**config.mk**
```make
export PLATFORM = sky130hd
export DESIGN_NAME = dcs_device_flat
export DESIGN_NICKNAME = d
export VERILOG_FILES = /design/src/dcs_pkg.sv /design/src/dcs_link_if.sv /design/src/dcs_device.sv /design/src/flat_wrapper.sv
export SDC_FILE = /design/constraint.sdc
export NUM_CORES = 1
export LEC_CHECK = 0
export ABC_AREA = 0
export BUFFER_PORTS_ARGS = -buffer_cell sky130_fd_sc_hd__buf_2
export CORE_AREA = 2 2 101 103
export DETAILED_ROUTE_END_ITERATION = 8
export DIE_AREA = 0 0 103 105
export GPL_ROUTABILITY_DRIVEN = 0
export PLACE_DENSITY = 0.58
export SYNTH_ARGS = -nofsm -noshare
export SYNTH_HDL_FRONTEND = slang
export SYNTH_SLANG_ARGS = --single-unit
```
**constraint.sdc**
```tcl
create_clock -name clock_i -period 1.95 [get_ports clock_i]
set_input_delay 0.0975 -clock clock_i [delete_from_list [all_inputs] [get_ports clock_i]]
set_output_delay 0.0975 -clock clock_i [all_outputs]
set_load 0.005 [all_outputs]
```
**src/dcs_pkg.sv**
```systemverilog
// shared constants and types for the ddr2 cke state and command legality ends
package dcs_pkg;
  // command codes: {cs_n, ras_n, cas_n, we_n}
  localparam logic [3:0] CMD_ACT = 4'h3;
  localparam logic [3:0] CMD_PRE = 4'h2;
  localparam logic [3:0] CMD_WR = 4'h4;
  localparam logic [3:0] CMD_RD = 4'h5;
  localparam logic [3:0] CMD_MRS = 4'h0;
  localparam logic [3:0] CMD_NOP = 4'h7;
  localparam logic [3:0] CMD_REF = 4'h1;
  localparam logic [3:0] CMD_DESEL = 4'h8;
  localparam int unsigned CLK_MHZ = 25;
  localparam int unsigned BURST_LEN = 4;
  localparam int unsigned BURST_CYC = BURST_LEN / 2;
  localparam int unsigned MIN_CKE_PULSE = 3;
  localparam int unsigned XSRD_CLKS = 200;
  localparam int unsigned XSNR_NS = 200;
  localparam int unsigned XSNR_CLKS = (XSNR_NS * CLK_MHZ + 999) / 1000;
  localparam int unsigned CNT_W = 8;
  localparam logic [CNT_W-1:0] CNT_ZERO = 8'h00;
  localparam logic [CNT_W-1:0] CNT_ONE = 8'h01;

  typedef enum logic [5:0] {
    ST_IDLE = 6'h01,
    ST_ACTIVE = 6'h02,
    ST_READ = 6'h04,
    ST_WRITE = 6'h08,
    ST_PDOWN = 6'h10,
    ST_SREF = 6'h20
  } dcs_state_t;

  typedef enum logic [7:0] {
    OP_NOP = 8'h01,
    OP_ACT = 8'h02,
    OP_PRE = 8'h04,
    OP_RD = 8'h08,
    OP_WR = 8'h10,
    OP_REF = 8'h20,
    OP_MRS = 8'h40,
    OP_SREF_ENTER = 8'h80
  } dcs_op_t;

  // maps the four command pins to a command code
  function automatic logic [3:0] cmd_code(input logic cs_n, input logic ras_n,
                                          input logic cas_n, input logic we_n);
    cmd_code = cs_n ? CMD_DESEL : {1'b0, ras_n, cas_n, we_n};
  endfunction : cmd_code

  function automatic logic is_idle_cmd(input logic [3:0] code);
    is_idle_cmd = (code == CMD_NOP) || (code == CMD_DESEL);
  endfunction : is_idle_cmd
endpackage : dcs_pkg

```
**src/dcs_link_if.sv**
```systemverilog
// command pins between the ddr2 controller end and the device end
`timescale 1ns/10ps
`default_nettype none
interface dcs_link_if;
  logic cke;
  logic cs_n;
  logic ras_n;
  logic cas_n;
  logic we_n;
  logic odt;
  logic dm;
  logic [15:0] dq;
  modport ctrl (output cke, output cs_n, output ras_n, output cas_n, output we_n,
                output odt, output dm, output dq);
  modport dev (input cke, input cs_n, input ras_n, input cas_n, input we_n,
               input odt, input dm, input dq);
endinterface : dcs_link_if
`default_nettype wire

```
**src/dcs_device.sv**
```systemverilog
// device end: cke state tracking, command legality and write mask
`timescale 1ns/10ps
`default_nettype none
module dcs_device (
  input wire logic clock_i,
  input wire logic nrst_i,
  dcs_link_if.dev link,
  input wire logic odt_enable_i,
  output logic [3:0] state_o,
  output logic active_pd_o,
  output logic illegal_o,
  output logic odt_on_o,
  output logic wr_beat_o,
  output logic [15:0] wr_data_o,
  output logic [7:0] op_o
);
  typedef struct packed {
    logic odt_s;
    logic cke_prev;
    dcs_pkg::dcs_state_t st;
    logic pd_active;
    logic [dcs_pkg::CNT_W-1:0] burst_cnt;
    logic [dcs_pkg::CNT_W-1:0] exit_cnt;
    logic [dcs_pkg::CNT_W-1:0] cke_hold;
    logic illegal;
    logic wr_beat;
    logic [15:0] wr_data;
    logic [7:0] op;
  } dcs_dev_t;

  dcs_dev_t s_q;
  dcs_dev_t s_d;
  logic [3:0] code;
  logic cke_n;
  logic idle_c;

  always_comb begin
    s_d = s_q;
    // pins come from logic on this clock: decoded as sampled, no synchroniser
    s_d.odt_s = link.odt;
    code = dcs_pkg::cmd_code(link.cs_n, link.ras_n, link.cas_n, link.we_n);
    cke_n = link.cke;
    idle_c = dcs_pkg::is_idle_cmd(code);
    s_d.cke_prev = cke_n;
    s_d.illegal = 1'b0;
    s_d.op = dcs_pkg::OP_NOP;
    s_d.wr_beat = 1'b0;
    // timed progression of burst and exit intervals
    if (s_q.burst_cnt != dcs_pkg::CNT_ZERO) begin
      s_d.burst_cnt = s_q.burst_cnt - dcs_pkg::CNT_ONE;
    end
    if (s_q.exit_cnt != dcs_pkg::CNT_ZERO) begin
      s_d.exit_cnt = s_q.exit_cnt - dcs_pkg::CNT_ONE;
    end
    if (cke_n != s_q.cke_prev) begin
      s_d.cke_hold = dcs_pkg::CNT_W'(dcs_pkg::MIN_CKE_PULSE - 1);
    end else if (s_q.cke_hold != dcs_pkg::CNT_ZERO) begin
      s_d.cke_hold = s_q.cke_hold - dcs_pkg::CNT_ONE;
    end
    // cke changed before it was held three edges
    if ((cke_n != s_q.cke_prev) && (s_q.cke_hold != dcs_pkg::CNT_ZERO)) begin
      s_d.illegal = 1'b1;
    end
    // write data mask: sampled with each beat while writing
    if (s_q.st == dcs_pkg::ST_WRITE && cke_n) begin
      if (!link.dm) begin
        s_d.wr_beat = 1'b1;
        s_d.wr_data = link.dq;
      end
    end
    unique case (s_q.st)
      dcs_pkg::ST_PDOWN, dcs_pkg::ST_SREF: begin
        // only a rising cke leaves; other inputs are don't care meanwhile
        if (!s_q.cke_prev && cke_n) begin
          if (!idle_c) begin
            s_d.illegal = 1'b1;
          end
          if (s_q.st == dcs_pkg::ST_SREF) begin
            s_d.st = dcs_pkg::ST_IDLE;
            // one counter covers the non-read and the read exit intervals
            s_d.exit_cnt = dcs_pkg::CNT_W'(dcs_pkg::XSRD_CLKS);
          end else begin
            s_d.st = s_q.pd_active ? dcs_pkg::ST_ACTIVE : dcs_pkg::ST_IDLE;
          end
        end
      end
      default: begin
        if (s_q.cke_prev && !cke_n) begin
          if (idle_c && (s_q.st == dcs_pkg::ST_IDLE || s_q.st == dcs_pkg::ST_ACTIVE)) begin
            s_d.pd_active = (s_q.st == dcs_pkg::ST_ACTIVE);
            s_d.st = dcs_pkg::ST_PDOWN;
          end else if (code == dcs_pkg::CMD_REF && s_q.st == dcs_pkg::ST_IDLE) begin
            s_d.st = dcs_pkg::ST_SREF;
            s_d.op = dcs_pkg::OP_SREF_ENTER;
          end else begin
            s_d.illegal = 1'b1;
          end
        end else if (!s_q.cke_prev) begin
          // cke low on the previous edge outside power down (low to low or rising) is unlisted
          s_d.illegal = 1'b1;
        end else if (!idle_c && s_q.exit_cnt > dcs_pkg::CNT_W'(dcs_pkg::XSRD_CLKS
                     - dcs_pkg::XSNR_CLKS)) begin
          s_d.illegal = 1'b1;
        end else if (!idle_c) begin
          // cke high on both edges: command table applies
          unique case (s_q.st)
            dcs_pkg::ST_IDLE: begin
              if (code == dcs_pkg::CMD_ACT) begin
                s_d.st = dcs_pkg::ST_ACTIVE;
                s_d.op = dcs_pkg::OP_ACT;
              end else if (code == dcs_pkg::CMD_PRE) begin
                s_d.op = dcs_pkg::OP_PRE;
              end else if (code == dcs_pkg::CMD_REF) begin
                s_d.op = dcs_pkg::OP_REF;
              end else if (code == dcs_pkg::CMD_MRS) begin
                s_d.op = dcs_pkg::OP_MRS;
              end else begin
                s_d.illegal = 1'b1;
              end
            end
            dcs_pkg::ST_ACTIVE: begin
              if (code == dcs_pkg::CMD_RD && s_q.exit_cnt == dcs_pkg::CNT_ZERO) begin
                s_d.st = dcs_pkg::ST_READ;
                s_d.op = dcs_pkg::OP_RD;
                s_d.burst_cnt = dcs_pkg::CNT_W'(dcs_pkg::BURST_CYC);
              end else if (code == dcs_pkg::CMD_WR) begin
                s_d.st = dcs_pkg::ST_WRITE;
                s_d.op = dcs_pkg::OP_WR;
                s_d.burst_cnt = dcs_pkg::CNT_W'(dcs_pkg::BURST_CYC);
              end else if (code == dcs_pkg::CMD_PRE) begin
                s_d.st = dcs_pkg::ST_IDLE;
                s_d.op = dcs_pkg::OP_PRE;
              end else begin
                s_d.illegal = 1'b1;
              end
            end
            default: begin
              // bursts: same direction restarts, all else refused
              if ((s_q.st == dcs_pkg::ST_READ && code == dcs_pkg::CMD_RD) ||
                  (s_q.st == dcs_pkg::ST_WRITE && code == dcs_pkg::CMD_WR)) begin
                s_d.burst_cnt = dcs_pkg::CNT_W'(dcs_pkg::BURST_CYC);
                s_d.op = (code == dcs_pkg::CMD_RD) ? dcs_pkg::OP_RD : dcs_pkg::OP_WR;
                if (s_q.burst_cnt > dcs_pkg::CNT_ONE) begin
                  s_d.illegal = 1'b1;
                end
              end else begin
                s_d.illegal = 1'b1;
              end
            end
          endcase
        end else if ((s_q.st == dcs_pkg::ST_READ || s_q.st == dcs_pkg::ST_WRITE) &&
                     s_q.burst_cnt <= dcs_pkg::CNT_ONE) begin
          s_d.st = dcs_pkg::ST_ACTIVE;
        end
      end
    endcase
  end

  always_ff @(posedge clock_i or negedge nrst_i) begin
    if (!nrst_i) begin
      // cke idle level is high, so no false edge after reset
      s_q <= '{cke_prev: 1'b1,
               st: dcs_pkg::ST_IDLE,
               op: dcs_pkg::OP_NOP,
               default: '0};
    end else begin
      s_q <= s_d;
    end
  end

  assign state_o = {s_q.st == dcs_pkg::ST_SREF, s_q.st == dcs_pkg::ST_PDOWN,
                    s_q.st == dcs_pkg::ST_READ || s_q.st == dcs_pkg::ST_WRITE,
                    s_q.st != dcs_pkg::ST_IDLE};
  assign active_pd_o = s_q.pd_active && (s_q.st == dcs_pkg::ST_PDOWN);
  assign illegal_o = s_q.illegal;
  assign odt_on_o = odt_enable_i && s_q.odt_s && (s_q.st != dcs_pkg::ST_SREF);
  assign wr_beat_o = s_q.wr_beat;
  assign wr_data_o = s_q.wr_data;
  assign op_o = s_q.op;
endmodule : dcs_device
`default_nettype wire

```
**src/flat_wrapper.sv**
```systemverilog
// flat-port wrapper written by rule: the top's interface ports become plain ports
module dcs_device_flat 
  (clock_i, nrst_i, odt_enable_i, state_o, active_pd_o, illegal_o, odt_on_o, wr_beat_o, wr_data_o, op_o, link_cke, link_cs_n, link_ras_n, link_cas_n, link_we_n, link_odt, link_dm, link_dq);
  dcs_link_if link_i ();
  input wire logic clock_i;
  input wire logic nrst_i;
  input wire logic odt_enable_i;
  output logic [3:0] state_o;
  output logic active_pd_o;
  output logic illegal_o;
  output logic odt_on_o;
  output logic wr_beat_o;
  output logic [15:0] wr_data_o;
  output logic [7:0] op_o;
  input wire logic [$bits(link_i.cke)-1:0] link_cke;
  input wire logic [$bits(link_i.cs_n)-1:0] link_cs_n;
  input wire logic [$bits(link_i.ras_n)-1:0] link_ras_n;
  input wire logic [$bits(link_i.cas_n)-1:0] link_cas_n;
  input wire logic [$bits(link_i.we_n)-1:0] link_we_n;
  input wire logic [$bits(link_i.odt)-1:0] link_odt;
  input wire logic [$bits(link_i.dm)-1:0] link_dm;
  input wire logic [$bits(link_i.dq)-1:0] link_dq;
  assign link_i.cke = link_cke;
  assign link_i.cs_n = link_cs_n;
  assign link_i.ras_n = link_ras_n;
  assign link_i.cas_n = link_cas_n;
  assign link_i.we_n = link_we_n;
  assign link_i.odt = link_odt;
  assign link_i.dm = link_dm;
  assign link_i.dq = link_dq;
  dcs_device u_core (.clock_i(clock_i), .nrst_i(nrst_i), .link(link_i), .odt_enable_i(odt_enable_i), .state_o(state_o), .active_pd_o(active_pd_o), .illegal_o(illegal_o), .odt_on_o(odt_on_o), .wr_beat_o(wr_beat_o), .wr_data_o(wr_data_o), .op_o(op_o));
endmodule
```
After elaboration in Yosys (flattened, before gate mapping)
Cells that the tools add are included.
- flip-flop bits (word level): 59
- output and inout bits: 32
- logic and storage cells: 146
- add/sub/neg operators: 3
- order comparisons: 3
- equality and inequality tests: 22
- muxes and demuxes: 72
- bitwise gates (word level): 2
- reduce and logical (&&, ||, !) cells: 33
- operators by type and width (operator ; count):
    8-bit 2-to-1 mux ; 28
    6-bit 2-to-1 mux ; 14
    17-bit 2-to-1 mux ; 2
    8-bit one-hot mux with 2 select lines ; 2
    8-bit nonzero test ; 3
    8-bit by 1-bit subtractor with 8-bit output, second input constant ; 3
    1-bit 2-to-1 mux ; 19
    1-bit logical AND ; 14
    4-bit by 3-bit equality test with 1-bit output, second input constant ; 3
    6-bit one-hot mux with 2 select lines ; 1
    4-bit by 2-bit equality test with 1-bit output, second input constant ; 2
    8-bit by 1-bit greater-than comparator with 1-bit output, second input constant ; 1
    8-bit greater-than comparator, second input constant ; 1
    8-bit by 1-bit <= comparator with 1-bit output, second input constant ; 1
    8-bit logical NOT ; 1
    4-bit inequality test, second input constant ; 2
    8-bit AND reduction ; 1
    7-bit 2-to-1 mux ; 1
    7-bit by 5-bit inequality test with 1-bit output, second input constant ; 1
    6-bit by 1-bit equality test with 1-bit output, second input constant ; 1
    6-bit by 2-bit equality test with 1-bit output, second input constant ; 1
    6-bit by 3-bit equality test with 1-bit output, second input constant ; 1
    6-bit by 4-bit equality test with 1-bit output, second input constant ; 1
    6-bit by 5-bit equality test with 1-bit output, second input constant ; 1
    other kinds (24) ; 30

Depth between registers and ports, before layout
Gate-level depths: netlist (run 1).
- depth after elaboration: 13
- gate-level depth with buffers: 8

Worst setup path before layout (run 1)
Ideal clock, no wire load.
- kind: reg-to-reg
- start: reg u_core.s_q[44] (netlist bit)
- end: reg u_core.s_q[52] (netlist bit)
- arrival time: 1.986 ns
- data required time: 1.825 ns
- slack: -0.161 ns
- stages on the path, launching flop included: 6
- path through: dfrtp_1 -> or4_1 -> nor4_1 -> a311o_1 -> o211a_4 -> mux2_4
- longest elaborated chain between the ends: 4
- ends and longest elaborated chain (element ; line ; text):
    start, declared ; dcs_device.sv:31 ; dcs_dev_t s_q;
    start signal, assigned ; dcs_device.sv:162 ; s_q <= '{cke_prev: 1'b1,
    8-bit by 1-bit <= comparator with 1-bit output ; dcs_device.sv:152 ; s_q.burst_cnt <= dcs_pkg::CNT_ONE) begin
    1-bit logical AND ; dcs_device.sv:151 ; end else if ((s_q.st == dcs_pkg::ST_READ || s_q.st == dcs_pkg::ST_WRITE) &&
    4-bit inequality test (no source line) ; n/a ;
    8-bit AND reduction (no source line) ; n/a ;
Every way passes these cells.
A chain may end at the register's enable or synchronous reset.

Worst setup path after layout (run 1)
- start: reg u_core.s_q[55] (netlist bit)
- end: reg u_core.s_q[52] (netlist bit)
- longest elaborated chain between the ends: 7
- elaborated cells between the ends (all ways): 30
- classes of those cells: eq/ne (12); mux (9); reduce/logical (9)
- ends and longest elaborated chain (element ; line ; text):
    6-bit by 2-bit equality test with 1-bit output / 6-bit by 1-bit equality test with 1-bit output (equally long branches) ; dcs_device.sv:89, dcs_device.sv:106, dcs_device.sv:92 ;
    6-bit one-hot mux with 2 select lines ; dcs_device.sv:106 ; unique case (s_q.st)
    6-bit 2-to-1 mux ; dcs_device.sv:104 ; end else if (!idle_c) begin
    6-bit 2-to-1 mux ; dcs_device.sv:101 ; end else if (!idle_c && s_q.exit_cnt > dcs_pkg::CNT_W'(dcs_pkg::XSRD_CLKS
    6-bit 2-to-1 mux ; dcs_device.sv:98 ; end else if (!s_q.cke_prev) begin
    6-bit 2-to-1 mux ; dcs_device.sv:88 ; if (s_q.cke_prev && !cke_n) begin
    6-bit 2-to-1 mux ; dcs_device.sv:71 ; unique case (s_q.st)
Parallel ways exist; a longest one is shown, timed or not. The select of a mux whose other input is x is not followed.

==> metrics.cfg, run 1 <==
[run_status]
status = finished with violations
violations = negative setup slack

[run]
drv_cap = 0

[layout]
num_antenna_cells = 0
fin_nets = 484
drive_above_1_share_pct = 48.2
syn_to_final_growth_pct = 44.4
final_area_sq_um = 4800
fill_cells = 894
fin_cells = 587

[detailed_routing]
drt-total-wl_mm = 8.27
wl_met2_mm = 4.20
ant_nets = 0
vias = 2805
remaining_drc_errors = 0
drt-met1-wl_mm = 3.64
first_iter_violations = 149
vias_per_cell = 4.78
wl_met3_um = 373
post_drt_wl_per_cell_um = 14.1
top_layer_used = met4
dr.pass1.iters = 4

[clock_network]
cts_tree = yes
cts_buffers = 9
h-tree-depth = 3
cts_max_path_buffers = 2
clock-root-buffer = clkbuf_8
cts.sinks = 59
worstSkewPairLatency_ns = 0.32
cts.reportedPaths.clkPinSlew_ns = 0.07

[setup_path]
crit_path_end = u_core.s_q[52]
r2r_start = u_core.s_q[55]
cp-startpoint = u_core.s_q[55]
critical_path_class = register to register
path_max_fanout = 4
crit_path_end_kind = register
cp.arrival_ns = 2.24
worstReg2RegEnd = u_core.s_q[52]
r2r_setup_slack_ns = -0.09
required_ns = 2.16
ff2ff_path_depth = 7
crit_path_start_kind = register

[logic_synthesis]
ys_seq_elements = 59
ys_top_cells_by_count = 56 x dfrtp_1, 30 x nor2_1, 27 x nand2_1, 24 x buf_4, 17 x inv_1
synth.avg_cell_area_sq_um = 10.3
yosysSeqAreaShare_pct = 44.6
synthCells = 324
yosysWarningCount = 0
synth_cell_types = 60
synth_edf_count = 0
syn_nets = 358
yosysTopAreaCell = dfrtp_1
synth_most_common_cell = dfrtp_1
synth_area_leaders = dfrtp_1 42%, buf_4 5.4%, mux2_2 5.4%
syn-cell-area_sq_um = 3320
synth.top_cell.area_share_pct = 42.2
async_reset_ff_share_pct = 100
ys.flop_type = dfrtp_1

[timing]
finalHoldViolCount = 0
post-route-period-util_pct = 104
finClkSkew_ns = 0.00945
tightest_slew_ns = 0.512
clock.fmax_mhz = 491
rsz0062_at_grt = true
setup_violations = 15
fin_ws_ns = -0.0852
finalCriticalPeriod_ns = 2.04
whs_ns = 0.0142
slew_viol_final = 0
slew_headroom_pct = 65.4

[grt]
grt_pass1_vias = 2886
antenna_found_initial = 0
grt_max_degree = 29
grt_pass1_wl_mm = 13.6
grt_use_total_pct = 16.0
grt_overflow = 0

[floorplan]
placementRows = 36
die_area_sq_um = 10800
ios = 58
die_w_um = 103
start_util_pct = 34.5
core_area_sq_um = 9640
die_h_um = 105

[place]
placed_area_sq_um = 4070
placed_cells = 547
numPortBuffers = 57
dp_hpwl_mm = 5.84

[power]
switching_power_uw = 2180
p_seq_share_pct = 30.8
finalPower_uw = 5910
p_int_uw = 3730
p_sw_share_pct = 36.8
leakage_uw = 0.00232
p_per_area_nw_per_um2 = 1230
power.share.clock_pct = 15.6
p_comb_share_pct = 53.6
ir_drop_mv = 0.409

[hold_path]
hp-class = input pin to register

==> power by group through the flow <==
stage / sequential (uW) / clock [uW] / combinational [uW]
after floorplan: 1800 / 0 / 1460
after global placement: 1790 / 0 / 2540
after detailed placement: 1790 / 0 / 2590
after CTS: 1800 / 964 / 2880
after global routing: 1860 / 1020 / 3470
final: 1820 / 922 / 3170
==> stage by stage <==
stage | util, % | setup slack [ns] | setup TNS (ns)
2_1_floorplan | - | -0.118 | -0.469
3_3_place_gp | 42.2 | -0.0905 | -0.467
3_5_place_dp | 42.2 | -0.158 | -1.61
4_1_cts | 47.8 | -0.0580 | -0.269
5_1_grt | 49.8 | -0.141 | -2.65
6_report | 49.8 | -0.0852 | -0.469
==> layer usage <==
layer / vias to the layer above / global-route usage, %
li1: 1361 / -
met1: 1376 / 20.4
met2: 66 / 26.8
met3: 2 / 3.61
met4: 0 / 4.79
met5: - / 0
==> worst min path at each step <==
| stage | slack, ns | cells past startpoint | startpoint | end |
|---|---|---|---|---|
| after floorplan | -0.20 | 0 | nrst_i | u_core.illegal_o |
| after global placement | 0.1 | 1 | nrst_i | u_core.s_q[36] |
| after detailed placement | 0.10 | 1 | nrst_i | u_core.s_q[36] |
| after CTS | 0.0005 | 2 | link_dq[8] | u_core.wr_data_o[8] |
| after global routing | 0.001 | 2 | link_dq[12] | u_core.wr_data_o[12] |
| final | 0.01 | 2 | link_dq[9] | u_core.wr_data_o[9] |
==> critical path: stages (launching register included) <==
cell and delay (ns):
dfrtp_2 0.45, buf_4 0.17, buf_4 0.14, xnor2_2 0.15, nor2_1 0.08, a311o_1 0.34, o211a_4 0.29, mux2_4 0.30
==> cells in the final DEF (no fill, tap or decap), types with 10 or more instances in the layout <==
cell	Yosys	layout
mux2_2	16	16
dlygate4sd3_1	0	15
nor2_1	30	25
dfrtp_1	56	54
inv_1	17	16
buf_2	6	54
buf_6	2	11
clkbuf_8	0	10
nand2_1	27	27
buf_4	24	65
==> layout make-up <==
class / instances / area (sq um) / share of cell area, %
sequential: 59 / 1480 / 30.9
tap: 133 / 166 / 3.47
timing repair buffer: 147 / 1070 / 22.4
clock inverter: 3 / 15.0 / 0.313
clock buffer: 12 / 145 / 3.03
inverter: 17 / 63.8 / 1.33
multi-input combinational: 216 / 1850 / 38.6
==> logic make-up (layout without fill, tap and decap cells) <==
group,after synthesis,in the layout,share of synthesized area [%]
adders and majority gates,8,8,3.01
DFF,59,59,44.6
buffers and inverters,49,179,8.93
muxes,23,23,7.98
AOI/OAI and AO/OA,46,46,10.8
xor gates and xnor gates,19,19,5.01
and+or+nand+nor,120,120,19.7
==> registers in the layout, summed over array words and instances (netlist names) <==
register / flops
u_core.op_o: 8
u_core.wr_data_o: 16
u_core.wr_beat_o: 1
u_core.s_q: 33
u_core.illegal_o: 1
==> timing repair <==
action / 4_1_cts / 5_1_grt
pin swaps: 6 / 16
endpoints found under the hold margin: 32 / 1
buffers inserted: 8 / 2
hold buffers: 14 / 1
gates resized for setup: 35 / 33
setup endpoints to repair: 31 / 43
Power figures use the tool's default switching activity.
==> run 2, diff against run 1 <==
--- a/config.mk
+++ b/config.mk
@@ -8,2 +8,3 @@
 export ABC_AREA = 0
+export ABC_CLOCK_PERIOD_IN_PS = 1950
 export BUFFER_PORTS_ARGS = -buffer_cell sky130_fd_sc_hd__buf_2
==> constraint.sdc (replaced) <==
create_clock -name clock_i -period 1.95 [get_ports clock_i]
set_input_delay 0.195 -clock clock_i [delete_from_list [all_inputs] [get_ports clock_i]]
set_output_delay 0.195 -clock clock_i [all_outputs]
set_load 0.005 [all_outputs]
==> run 2 against run 1 <==
Net effect: the flow still finishes with violations (negative setup slack); clock skew increased by 0.00085 ns; global-route usage decreased by 0.84 points; clock-buffer cell count increased by 3; clock power increased by 15%; design area decreased by 4.6%; core utilization decreased by 2.3 points; critical path depth unchanged; combinational power decreased by 4%; die area unchanged; first-iteration DRC count decreased by 39%; setup slack got worse by 0.076 ns; largest cell class unchanged; largest power group unchanged.
==> metrics.cfg, run 2 (same netlist as run 1, synthesis figures left out) <==
[hold_path]
holdPathEnd = u_core.wr_data_o[10]  ; was u_core.wr_data_o[9]
hp-class = input pin to register  ; unchanged
hold_depth = 2  ; unchanged
min-delay-start = link_dq[10]  ; was link_dq[9]

[timing]
slew_headroom_pct = 68.4  ; was 65.4%
finalHoldViolCount = 0  ; unchanged
clock.fmax_mhz = 474  ; was 491 MHz
finClkSkew_ns = 0.0103  ; was 0.00945 ns
tightest_slew_ns = 0.468  ; was 0.512 ns
post-route-period-util_pct = 108  ; was 104%
finalCriticalPeriod_ns = 2.11  ; was 2.04 ns
setup_violations = 16  ; was 15
slew_viol_final = 0  ; unchanged
rsz0062_at_grt = true  ; unchanged
fin_ws_ns = -0.161  ; was -0.0852 ns
fin_setup_tns_ns = -1.13  ; was -0.469 ns

[clock_network]
cts.reportedPaths.clkPinSlew_ns = 0.06  ; was 0.07 ns
cts_buffers = 9  ; unchanged
cts.sinks = 59  ; unchanged
clock-root-buffer = clkbuf_8  ; unchanged
cts_max_path_buffers = 2  ; unchanged
cts_tree = yes  ; unchanged
worstSkewPairLatency_ns = 0.34  ; was 0.32 ns
h-tree-depth = 3  ; unchanged

[grt]
grt-busiest-layer = met2  ; unchanged
met2_usage_pct = 24.2  ; was 26.8%
gr-usage-met3_pct = 3.41  ; was 3.61%
met1_usage_pct = 19.9  ; was 20.4%
grt_pass1_wl_mm = 12.9  ; was 13.6 mm
antenna_found_initial = 0  ; unchanged
grt_pass1_vias = 2688  ; was 2886
grt_max_degree = 60  ; was 29
grt_overflow = 0  ; unchanged
grt_use_total_pct = 15.2  ; was 16.0%

[run_status]
status = finished with violations  ; unchanged
violations = negative setup slack  ; unchanged

[power]
p_per_area_nw_per_um2 = 1300  ; was 1230 nW/um^2
switching_power_uw = 2150  ; was 2180 uW
p_sw_share_pct = 36.3  ; was 36.8%
p_comb_share_pct = 51.2  ; was 53.6%
power.share.clock_pct = 17.9  ; was 15.6%
p_seq_share_pct = 30.9  ; was 30.8%
leakage_uw = 0.00221  ; was 0.00232 uW
p_int_uw = 3770  ; was 3730 uW
ir_drop_mv = 0.455  ; was 0.409 mV

[floorplan]
die_h_um = 105  ; unchanged
core_area_sq_um = 9640  ; unchanged
placementRows = 36  ; unchanged
start_util_pct = 34.5  ; unchanged
die_w_um = 103  ; unchanged
ios = 58  ; unchanged
die_area_sq_um = 10800  ; unchanged

[setup_path]
crit_path_start_kind = register  ; unchanged
required_ns = 2.17  ; was 2.16 ns
cp.arrival_ns = 2.33  ; was 2.24 ns
crit_path_end_kind = register  ; unchanged
critical_path_class = register to register  ; unchanged
worstReg2RegEnd = u_core.s_q[52]  ; unchanged
r2r_start = u_core.s_q[55]  ; unchanged
cp-startpoint = u_core.s_q[55]  ; unchanged
ff2ff_path_depth = 7  ; unchanged
r2r_setup_slack_ns = -0.16  ; was -0.09 ns
path_max_fanout = 4  ; unchanged

[detailed_routing]
remaining_drc_errors = 0  ; unchanged
ant_nets = 0  ; unchanged
vias_per_cell = 4.80  ; was 4.78
vias = 2748  ; was 2805
drt-total-wl_mm = 7.91  ; was 8.27 mm
dr.pass1.iters = 4  ; unchanged
post_drt_wl_per_cell_um = 13.8  ; was 14.1 um
first_iter_violations = 91  ; was 149

[layout]
fin_cells = 573  ; was 587
final_util_pct = 47.5  ; was 49.8%
largest_reg_flops = 33  ; unchanged
fin_nets = 469  ; was 484
drive_above_1_share_pct = 48.4  ; was 48.2%
final_common_cell = buf_4  ; unchanged
layout_common_cells = 66 x buf_4, 55 x dfrtp_1, 54 x buf_2  ; was 65 x buf_4, 54 x buf_2, 54 x dfrtp_1
syn_to_final_growth_pct = 37.7  ; was 44.4%
top_register = u_core.s_q  ; unchanged
num_antenna_cells = 0  ; unchanged

[place]
numPortBuffers = 57  ; unchanged
placed_cells = 544  ; was 547
dp_hpwl_mm = 5.67  ; was 5.84 mm

[run]
drv_cap = 0  ; unchanged

run 2: changes by cell type in the layout (fill, tap and decap cells not counted), moves of 2 or more:
cell,delta
dlygate4sd3_1,-12
buf_6,-3
clkbuf_8,+3
clkinv_2,-2
nor2_1,-2
nor2_2,+2
nor4_1,+2
nor4_4,-2
run 2: how the worst max path moves through the flow:
stage / end / slack, ns / cells past startpoint
floorplan: u_core.s_q[52] / -0.12 / 6
global placement: u_core.s_q[52] / -0.11 / 5
detailed placement: u_core.s_q[53] / -0.16 / 5
CTS: active_pd_o / -0.13 / 5
global route: u_core.s_q[54] / -0.21 / 7
finish: u_core.s_q[52] / -0.16 / 7
run 2: worst max-delay path: stages, from the launching register on:
cell and delay (ns):
dfrtp_1 0.46, buf_4 0.19, buf_4 0.13, xnor2_1 0.20
nor2_1 0.10, a311o_1 0.34, o211a_4 0.29, mux2_4 0.29
run 2: metal layers:
metal	up-vias	wire length [um]
met5	-	0
met4	0	147
met2	82	3820
met3	14	366
li1	1338	-
met1	1314	3580
run 2: area by class of cell:
class / instances / area (sq um)
Inverter: 17 / 63.8
Timing Repair Buffer: 132 / 906
Clock inverter: 1 / 5.00
Sequential cell: 59 / 1480
Tap cell: 133 / 166
Clock buffer: 15 / 186
Multi-Input combinational cell: 216 / 1770
Fill cell: 904 / 5060
run 2: power by group through the flow:
stage	combinational [uW]	clock (uW)	sequential (uW)
final	3030	1060	1830
after global routing	3340	1160	1880
after global placement	2470	0	1800
after detailed placement	2520	0	1810
after floorplan	1460	0	1800
after CTS	2880	1090	1830
run 2: through the flow:
step,hold WS (ns),total power [uW],setup WS [ns],instance area (sq um)
final,0.0930,5930,-0.161,4580
after global routing,0.0844,6380,-0.213,4580
after CTS,0.0843,5800,-0.133,4490
after detailed placement,0.224,4330,-0.159,4050
after global placement,0.223,4270,-0.105,4050
after floorplan,-0.101,3260,-0.118,3340
run 2: what timing repair did:
action	CTS	global route
hold endpoints to repair	58	0
hold buffers	3	0
setup endpoints to repair	38	42
setup buffers	11	1
pin swaps	18	13
resized for setup	33	21
